$ cat src/flash_prot_pkg.sv
// Operation
// RQ1: Processor misbehaviour during program/erase sets error
// RQ2: Error keeps registers, aborts program/erase mode
// RQ3: Error protection ignores program/erase re-entry
// RQ4: Error protection still allows verify bits
// RQ5: Flash read during operation sets error
// RQ6: Non-reset exception during operation sets error
// RQ7: Sleep during operation sets error
// RQ8: Foreign bus master during operation sets error
// RQ9: Overlay enable protects all blocks
// RQ10: Software writes 1,0,0,1 to overlay block one
// RQ11: Clearing overlay enable releases the overlay
// RQ12: RAM window reachable at both addresses
// RQ13: Clear software write enable protects all
// RQ14: Zero erase selects erase-protect all blocks
// RQ15: Error flag persists until reset
package flash_prot_pkg;
  localparam logic [11:0] ADDR_CTRL_ONE = 12'h000;
  localparam logic [11:0] ADDR_CTRL_TWO = 12'h004;
  localparam logic [11:0] ADDR_EBS_ONE = 12'h008;
  localparam logic [11:0] ADDR_EBS_TWO = 12'h00C;
  localparam logic [11:0] ADDR_OVL_CTRL = 12'h010;
  localparam logic [11:0] ADDR_IRQ_STATUS = 12'h014;
  localparam logic [11:0] ADDR_IRQ_MASK = 12'h018;
  // Control one fields
  localparam int BIT_PROG = 0;
  localparam int BIT_ERASE = 1;
  localparam int BIT_PVER = 2;
  localparam int BIT_EVER = 3;
  localparam int BIT_WR_ENABLE = 6;
  // Control two field
  localparam int BIT_ERR_FLAG = 7;
  // Overlay control fields
  localparam int BIT_OVL_EN = 3;
  localparam int OVL_SEL_LSB = 0;
  // Interrupt status fields
  localparam int IRQ_ERR = 0;
  localparam int IRQ_ABORT = 1;
  localparam int IRQ_W = 2;
  localparam logic [7:0] CTRL_RESET = 8'h00;
  localparam logic [7:0] EBS_RESET = 8'h00;
  localparam logic [3:0] OVL_RESET = 4'h0;
  // Overlay RAM window and flash block size
  localparam logic [23:0] RAM_WIN_BASE = 24'hFFDC00;
  localparam logic [23:0] RAM_WIN_LAST = 24'hFFEBFF;
  localparam logic [23:0] BLOCK_SIZE = 24'h001000;
  localparam int BLOCK_AW = 12;
endpackage

$ cat src/flash_error_detect.sv
module flash_error_detect
  import flash_prot_pkg::*;
(
  input wire logic clk_sys,
  input wire logic rst_n,
  input wire logic op_active,
  input wire logic flash_read,
  input wire logic exception_taken,
  input wire logic reset_exception,
  input wire logic sleep_exec,
  input wire logic foreign_master,
  output logic error_flag,
  output logic error_pulse
);
  logic cause;
  always_comb begin
    // RQ5 flash read
    cause = flash_read;
    // RQ6 non-reset exception
    if (exception_taken && !reset_exception) begin
      cause = 1'b1;
    end
    // RQ7 sleep executed
    if (sleep_exec) begin
      cause = 1'b1;
    end
    // RQ8 foreign bus master
    if (foreign_master) begin
      cause = 1'b1;
    end
    cause = cause && op_active;
  end

  // RQ1 sticky error
  always_ff @(posedge clk_sys or negedge rst_n) begin
    if (!rst_n) begin
      error_flag <= 1'b0;
      error_pulse <= 1'b0;
    end else begin
      error_pulse <= cause && !error_flag;
      // RQ15 only reset clears
      if (cause) begin
        error_flag <= 1'b1;
      end
    end
  end
endmodule

$ cat src/flash_overlay_map.sv
module flash_overlay_map
  import flash_prot_pkg::*;
(
  input wire logic [3:0] overlay_ctrl,
  input wire logic [23:0] addr,
  output logic ram_hit,
  output logic [23:0] ram_addr
);
  logic [23:0] blk_base;
  always_comb begin
    blk_base = {9'h000, overlay_ctrl[2:0], 12'h000};
    ram_hit = 1'b0;
    ram_addr = addr;
    // RQ12 dual window
    if (addr >= RAM_WIN_BASE && addr <= RAM_WIN_LAST) begin
      ram_hit = 1'b1;
    end
    // RQ11 overlay only while enabled
    if (overlay_ctrl[BIT_OVL_EN] && addr[23:BLOCK_AW] == blk_base[23:BLOCK_AW]) begin
      ram_hit = 1'b1;
      ram_addr = RAM_WIN_BASE + {12'h000, addr[BLOCK_AW-1:0]};
    end
  end
endmodule

$ cat src/flash_protect.sv
module flash_protect
  import flash_prot_pkg::*;
(
  input wire logic clk_sys,
  input wire logic rst_n,
  input wire logic psel,
  input wire logic penable,
  input wire logic pwrite,
  input wire logic [11:0] paddr,
  input wire logic [31:0] pwdata,
  output logic [31:0] prdata,
  output logic pready,
  output logic pslverr,
  input wire logic flash_read,
  input wire logic exception_taken,
  input wire logic reset_exception,
  input wire logic sleep_exec,
  input wire logic foreign_master,
  input wire logic [23:0] cpu_addr,
  output logic ram_select,
  output logic [23:0] ram_addr,
  output logic program_active,
  output logic erase_active,
  output logic verify_program,
  output logic verify_erase,
  output logic [15:0] erase_enable,
  output logic irq
);
  logic [7:0] flash_control_reg_one;
  logic [7:0] erase_block_select_one;
  logic [7:0] erase_block_select_two;
  logic [3:0] ram_overlay_control;
  logic [IRQ_W-1:0] irq_status;
  logic [IRQ_W-1:0] irq_mask;
  logic flash_error_flag;
  logic err_pulse;
  logic op_active;
  logic wr_en;
  logic prot_all;
  logic map_hit;
  logic [23:0] map_addr;
  logic [7:0] next_ctrl;
  logic [IRQ_W-1:0] irq_events;
  logic abort_now;
  logic wr_prot;

  assign wr_en = psel && penable && pwrite;
  assign op_active = flash_control_reg_one[BIT_PROG] || flash_control_reg_one[BIT_ERASE];
  // RQ9 RQ13 global protection
  assign prot_all = !flash_control_reg_one[BIT_WR_ENABLE] || ram_overlay_control[BIT_OVL_EN];
  // RQ13 write clearing enable
  assign wr_prot = prot_all || !pwdata[BIT_WR_ENABLE];
  // RQ2 abort in detect cycle
  assign abort_now = op_active && (flash_read || sleep_exec || foreign_master ||
                                   (exception_taken && !reset_exception));

  flash_error_detect u_det (
    .clk_sys(clk_sys),
    .rst_n(rst_n),
    .op_active(op_active),
    .flash_read(flash_read),
    .exception_taken(exception_taken),
    .reset_exception(reset_exception),
    .sleep_exec(sleep_exec),
    .foreign_master(foreign_master),
    .error_flag(flash_error_flag),
    .error_pulse(err_pulse)
  );

  flash_overlay_map u_map (
    .overlay_ctrl(ram_overlay_control),
    .addr(cpu_addr),
    .ram_hit(map_hit),
    .ram_addr(map_addr)
  );

  always_comb begin
    next_ctrl = flash_control_reg_one;
    if (wr_en && paddr == ADDR_CTRL_ONE) begin
      next_ctrl = pwdata[7:0];
      // RQ3 block re-entry
      if (flash_error_flag || wr_prot) begin
        next_ctrl[BIT_PROG] = flash_control_reg_one[BIT_PROG] & ~wr_prot;
        next_ctrl[BIT_ERASE] = flash_control_reg_one[BIT_ERASE] & ~wr_prot;
        if (!pwdata[BIT_PROG]) next_ctrl[BIT_PROG] = 1'b0;
        if (!pwdata[BIT_ERASE]) next_ctrl[BIT_ERASE] = 1'b0;
      end
      // RQ4 verify still allowed
      next_ctrl[BIT_PVER] = pwdata[BIT_PVER];
      next_ctrl[BIT_EVER] = pwdata[BIT_EVER];
    end
    // RQ2 abort on error
    if (abort_now || flash_error_flag) begin
      next_ctrl[BIT_PROG] = 1'b0;
      next_ctrl[BIT_ERASE] = 1'b0;
    end
  end

  always_ff @(posedge clk_sys or negedge rst_n) begin
    if (!rst_n) begin
      flash_control_reg_one <= CTRL_RESET;
    end else begin
      flash_control_reg_one <= next_ctrl;
    end
  end

  // RQ2 selects retained
  always_ff @(posedge clk_sys or negedge rst_n) begin
    if (!rst_n) begin
      erase_block_select_one <= EBS_RESET;
      erase_block_select_two <= EBS_RESET;
      ram_overlay_control <= OVL_RESET;
      irq_mask <= '0;
    end else if (wr_en) begin
      case (paddr)
        ADDR_EBS_ONE: erase_block_select_one <= pwdata[7:0];
        ADDR_EBS_TWO: erase_block_select_two <= pwdata[7:0];
        // RQ10 RQ11 overlay control
        ADDR_OVL_CTRL: ram_overlay_control <= pwdata[3:0];
        ADDR_IRQ_MASK: irq_mask <= pwdata[IRQ_W-1:0];
        default: ;
      endcase
    end
  end

  // Abort is flagged at detection, error one cycle later
  assign irq_events = {abort_now, err_pulse};

  // Set wins over write-one-to-clear
  always_ff @(posedge clk_sys or negedge rst_n) begin
    if (!rst_n) begin
      irq_status <= '0;
    end else begin
      if (wr_en && paddr == ADDR_IRQ_STATUS) begin
        irq_status <= (irq_status & ~pwdata[IRQ_W-1:0]) | irq_events;
      end else begin
        irq_status <= irq_status | irq_events;
      end
    end
  end

  always_ff @(posedge clk_sys or negedge rst_n) begin
    if (!rst_n) begin
      prdata <= '0;
      pready <= 1'b0;
      pslverr <= 1'b0;
    end else begin
      pready <= psel && !penable;
      pslverr <= 1'b0;
      prdata <= '0;
      if (psel && !penable) begin
        case (paddr)
          ADDR_CTRL_ONE: prdata <= {24'h0, flash_control_reg_one};
          ADDR_CTRL_TWO: prdata <= {24'h0, flash_error_flag, 7'h00};
          ADDR_EBS_ONE: prdata <= {24'h0, erase_block_select_one};
          ADDR_EBS_TWO: prdata <= {24'h0, erase_block_select_two};
          ADDR_OVL_CTRL: prdata <= {28'h0, ram_overlay_control};
          ADDR_IRQ_STATUS: prdata <= {30'h0, irq_status};
          ADDR_IRQ_MASK: prdata <= {30'h0, irq_mask};
          default: pslverr <= 1'b1;
        endcase
      end
    end
  end

  always_ff @(posedge clk_sys or negedge rst_n) begin
    if (!rst_n) begin
      program_active <= 1'b0;
      erase_active <= 1'b0;
      verify_program <= 1'b0;
      verify_erase <= 1'b0;
      erase_enable <= '0;
      irq <= 1'b0;
      ram_select <= 1'b0;
      ram_addr <= '0;
    end else begin
      program_active <= next_ctrl[BIT_PROG];
      erase_active <= next_ctrl[BIT_ERASE];
      verify_program <= next_ctrl[BIT_PVER];
      verify_erase <= next_ctrl[BIT_EVER];
      // RQ14 per-block erase protection
      erase_enable <= prot_all ? 16'h0000 : {erase_block_select_two, erase_block_select_one};
      irq <= |(irq_status & irq_mask);
      ram_select <= map_hit;
      ram_addr <= map_addr;
    end
  end
endmodule

$ cat config.mk
export PLATFORM = sky130hd
export DESIGN_NAME = flash_protect
export DESIGN_NICKNAME = d
export VERILOG_FILES = /design/src/flash_prot_pkg.sv /design/src/flash_error_detect.sv /design/src/flash_overlay_map.sv /design/src/flash_protect.sv
export SDC_FILE = /design/constraint.sdc
export NUM_CORES = 1
export LEC_CHECK = 0
export CORE_UTILIZATION = 32
export CTS_BUF_LIST = sky130_fd_sc_hd__clkbuf_16
export DETAILED_ROUTE_END_ITERATION = 8
export DONT_BUFFER_PORTS = 1
export GPL_TIMING_DRIVEN = 0
export PLACE_DENSITY = 0.43
export SLEW_MARGIN = 5
export SYNTH_ARGS = -nofsm -noshare
export SYNTH_HDL_FRONTEND = slang
export SYNTH_SLANG_ARGS = --single-unit
export TNS_END_PERCENT = 5
$ cat constraint.sdc
create_clock -name clk_sys -period 2.9 [get_ports clk_sys]
set_input_delay 0.58 -clock clk_sys [delete_from_list [all_inputs] [get_ports clk_sys]]
set_output_delay 0.58 -clock clk_sys [all_outputs]
set_load 0.01 [all_outputs]
* Yosys cells after proc, flatten, opt, wreduce, memory -nomap -nowiden
Index checks and enable logic that the tools add are counted.
Operators by class: $add $sub $neg 1, $lt $le $gt $ge 2, eq/ne operators 7, multiplexer cells 17, bitwise logic cells 8, reductions and logical operators 31
Operator list (count):
- $pmux W8 S7 | 1
- $eq A12 B5 Y1 const B | 3
- $eq A12 B4 Y1 const B | 2
- $ge A24 B24 Y1 const B | 1
- $le A24 B24 Y1 const B | 1
- $mux W24 | 1
- $add A15 B13 Y16 const A | 1
- $mux W16 | 1
- $eq A12 B3 Y1 | 1
- $eq A12 B3 Y1 const B | 1
- $logic_not A12 Y1 | 1
- $logic_and A1 B1 Y1 | 11
- $mux W1 | 9
- $logic_or A1 B1 Y1 | 8
- $mux W8 | 1
- $reduce_and A2 Y1 | 4
- $reduce_or A7 Y1 | 1
- $mux W2 | 3
- $logic_not A1 Y1 | 5
- $and A2 B2 Y2 | 2
- $mux W4 | 1
- $or A2 B2 Y2 | 2
- $and A1 B1 Y1 | 2
- $not A2 Y2 | 1
- other kinds (2) | 2
Word-level totals: register bits 114, input bits 78, output and inout bits 80

* Logic depth before layout (Yosys ltp)
depth after elaboration 9, depth in mapped cells 6, depth with buffers taken out 6

* Hierarchy
From an unflattened synthesis, not the netlist that was laid out.
Unflattened totals: cell total of the unflattened synthesis 313, area, all modules 3851.2 µm²
Modules (own cells, without submodules):
- flash_protect | instances 1, cells each 251, area each 3360.7 µm²
- flash_overlay_map | instances 1, cells each 53, area each 391.6 µm²
- flash_error_detect | instances 1, cells each 9, area each 98.8 µm²

* Worst setup path before layout
Ideal clock, no wire load.
path type input port to flip-flop, start point in paddr[9], end point reg erase_block_select_two[0], library setup time 0.125 ns, data arrival time 1.781 ns, setup slack 0.994 ns, cell stages on the path 5, buffers on the path 1, cells stage by stage nor4_4 -> and4_1 -> and3_1 -> buf_6 -> mux2_2
On the way: longest elaborated chain between the ends 2
Ends and longest elaborated chain:
- start, declared | line flash_protect.sv:9 | input wire logic [11:0] paddr,
- $eq A12 B4 Y1 | line flash_protect.sv:115 | case (paddr)
- $reduce_and A2 Y1 (no source line)
- end signal, assigned | line flash_protect.sv:117 | ADDR_EBS_TWO: erase_block_select_two <= pwdata[7:0];
- end, declared | line flash_protect.sv:31 | logic [7:0] erase_block_select_two;
Every way passes these cells. A chain may end at the register's enable or synchronous reset.

* Worst setup path after layout
start point in paddr[5], end point reg erase_block_select_one[4]
On the way: longest elaborated chain between the ends 2
Ends and longest elaborated chain:
- $eq A12 B4 Y1 | line flash_protect.sv:115
- $reduce_and A2 Y1 (no source line)
- end signal, assigned | line flash_protect.sv:116 | ADDR_EBS_ONE: erase_block_select_one <= pwdata[7:0];
- end, declared | line flash_protect.sv:30 | logic [7:0] erase_block_select_one;
Every way passes these cells.

==> reports/qor.yml <==
row_count: 38
ys_ff_latch: 86
yosysTopAreaCell: "dfrtp_1"
synthTopCellsByArea: "dfrtp_1 58%, mux2_2 7.6%, buf_4 5.1%, and2_1 2.9%, mux2i_1 2.4%"
criticalPathCategory: "in -> reg"
netlist_instances: 292
p_per_area_nw_per_um2: 615
critPathLaunchType: "input port"
drc_errors: 0
grt_use_total: 0.145
portBuffers: 0
arrival_ps: 2010
clk_transition_reported_paths_ps: 60
nFillCells: 1069
maxCapViolCount: 0
ir_drop_uv: 318
required_ps: 3120
end_kind: "flop"
area_growth_pct: 17.0
synth_top_area_share: 0.582
worstPathMaxFanout: 8
report.final.slew_viol_count: 0
die_width_um: 109
grt_pass1_wl_um: 12400
final_cell_mix: "86 x dfrtp_1, 25 x mux2_2, 25 x buf_4"
grt_pass1_vias: 2250
synth_edf_count: 0
ctsLongestPathBuffers: 2
root_buffer: "clkbuf_16"
min_path_type: "in -> async"
setup_viol: 0
leakage_uw: 0.00208
drt-initial-drc-count: 129
rsz0062_at_grt: "false"
chipHeight_um: 109
worst_pin_slew_ps: 747
ios: 158
cts.repair.resized: 0
fin_crit_sh: 0.616
synth_cell_types: 45
cts_tree: "done"
start_util: 0.335
antenna_found_initial: 0
via_count: 2187
htree_levels: 3
async_flop_share: 1.00
dp_cells: 455
status: "complete, no violations"
instances_no_fill: 472
numClockSinks: 86
via_per_inst: 4.63
synth_area_um2: 3700
fin_nets: 408
insertion_delay_ps: 340
clock-skew-final_ps: 7.41
diodes: 0
max_slew_margin: 0.501
dr.pass1.iters: 4
final-seq-area_um2: 2150
ys.flop_type: "dfrtp_1"
final_core_util: 0.392
worst-r2r-cell-count: 5
post-dp-hpwl_um: 5860
ys_warn_count: 0
timing.fmax_ghz: 0.559
core-area_um2: 11000
routedWlPerCell_um: 17.3
final-hold-violation-count: 0
ys_seq_area_frac: 0.582
gp_congestion: 0.747
drive_gt1_frac: 0.283
grt.overflow.total: 0
ant_nets: 0
grt_max_degree: 87
synth_area_per_cell_um2: 12.7
wirelength_um: 8140
tns_ps: 0
multi_input_area_um2: 1360
post-route-min-period_ps: 1790
die-area_um2: 12000
layout_commonest_cell: "dfrtp_1"
cts_buffers: 9
==> sequential cells by signal, summed over array words and instances (netlist names) <==
| signal | count |
|---|---|
| pslverr | 1 |
| ram_addr | 24 |
| erase_block_select_two | 8 |
| ram_overlay_control | 4 |
| irq_status | 2 |
| u_det.error_pulse | 1 |
| flash_control_reg_one | 8 |
| erase_block_select_one | 8 |
| pready | 1 |
| ram_select | 1 |
| erase_enable | 16 |
| prdata | 8 |
| irq_mask | 2 |
| u_det.error_flag | 1 |
| irq | 1 |
==> critical path, stage by stage <==
cell    delay (ps)
nor3_1         310
and4_1         400
and2_1         160
buf_4          200
mux2_2         350
==> where the power goes <==
group / internal [uW] / total [uW] / switching [uW] / leakage, uW
registers: 1220 / 1240 / 19.1 / 0.00113
logic: 52.7 / 124 / 71.0 / 0.000785
clock network: 837 / 1300 / 461 / 0.000167
==> layout make-up <==
cell class,instances,area share
repair buffers,1,0.00637
clock buffers,9,0.0521
multi-input cells,189,0.315
flip-flops and latches,86,0.498
plain buffers,36,0.0593
well taps,140,0.0405
clock inverters,7,0.0260
inverters,4,0.00347
==> final timing paths <==
| kind | slack [ps] | from | to |
|---|---|---|---|
| worst max register to register | 1170 | ram_overlay_control[0]$_DFFE_PN0P_ | ram_addr[13]$_DFF_PN0_ |
| worst min register to register | 430 | u_det.error_pulse$_DFF_PN0_ | irq_status[0]$_DFF_PN0_ |
| max in group asynchronous | 2430 | rst_n | ram_addr[12]$_DFF_PN0_ |
| worst min-delay path | 160 | rst_n | erase_block_select_one[4]$_DFFE_PN0P_ |
| worst max-delay path | 1110 | paddr[5] | erase_block_select_one[4]$_DFFE_PN0P_ |
| min in group clk_sys | 270 | cpu_addr[1] | ram_addr[1]$_DFF_PN0_ |
==> synthesized netlist by cell type, drive strengths merged (2+ instances only) <==
cell type  count
nor4           4
nand2          8
and3           4
or3            5
ha             3
xnor2          4
a21oi          5
nor2          14
mux2i          9
clkbuf         4
nand2b         2
inv            4
mux2          31
a22o           3
nor2b          5
or2           12
dfrtp         86
and2          17
nand3          9
nor3           3
a21o           2
o21ai          4
a22oi          2
nand4          4
buf           32
a31oi          4
==> per-stage QoR <==
stage / hold slack [ps] / worst slack, ps / power, uW / instance area [um^2]
global placement: 286 / 778 / 1360 / 3960
floorplan: 284 / 994 / 1340 / 3780
detailed placement: 286 / 754 / 1360 / 3960
finish: 156 / 1110 / 2660 / 4320
global route: 177 / 1020 / 2760 / 4320
CTS: 168 / 1080 / 2700 / 4320
==> kinds of logic (layout without fill, tap and decap cells) <==
kind of cell,after synthesis,count (layout),synth area share
AOI/OAI and AO/OA,25,25,0.0460
xor gates and xnor gates,4,4,0.00947
adders and majority gates,3,3,0.0102
buffers and inverters,40,57,0.0734
DFF,86,86,0.582
muxes,41,41,0.131
other,1,24,0.00101
and+or+nand+nor,92,92,0.147
==> routing by layer <==
layer	global-route usage	vias up	share of wire
li1	-	1037	-
met1	0.185	1052	0.44
met2	0.221	92	0.47
met3	0.0551	6	0.076
met4	0.0600	0	0.015
met5	0	-	0
==> repair_timing <==
action,CTS,global route
hold buffers,1,0
setup buffers,0,0
endpoints found under the hold margin,86,0
(Power assumes the default switching activity.)
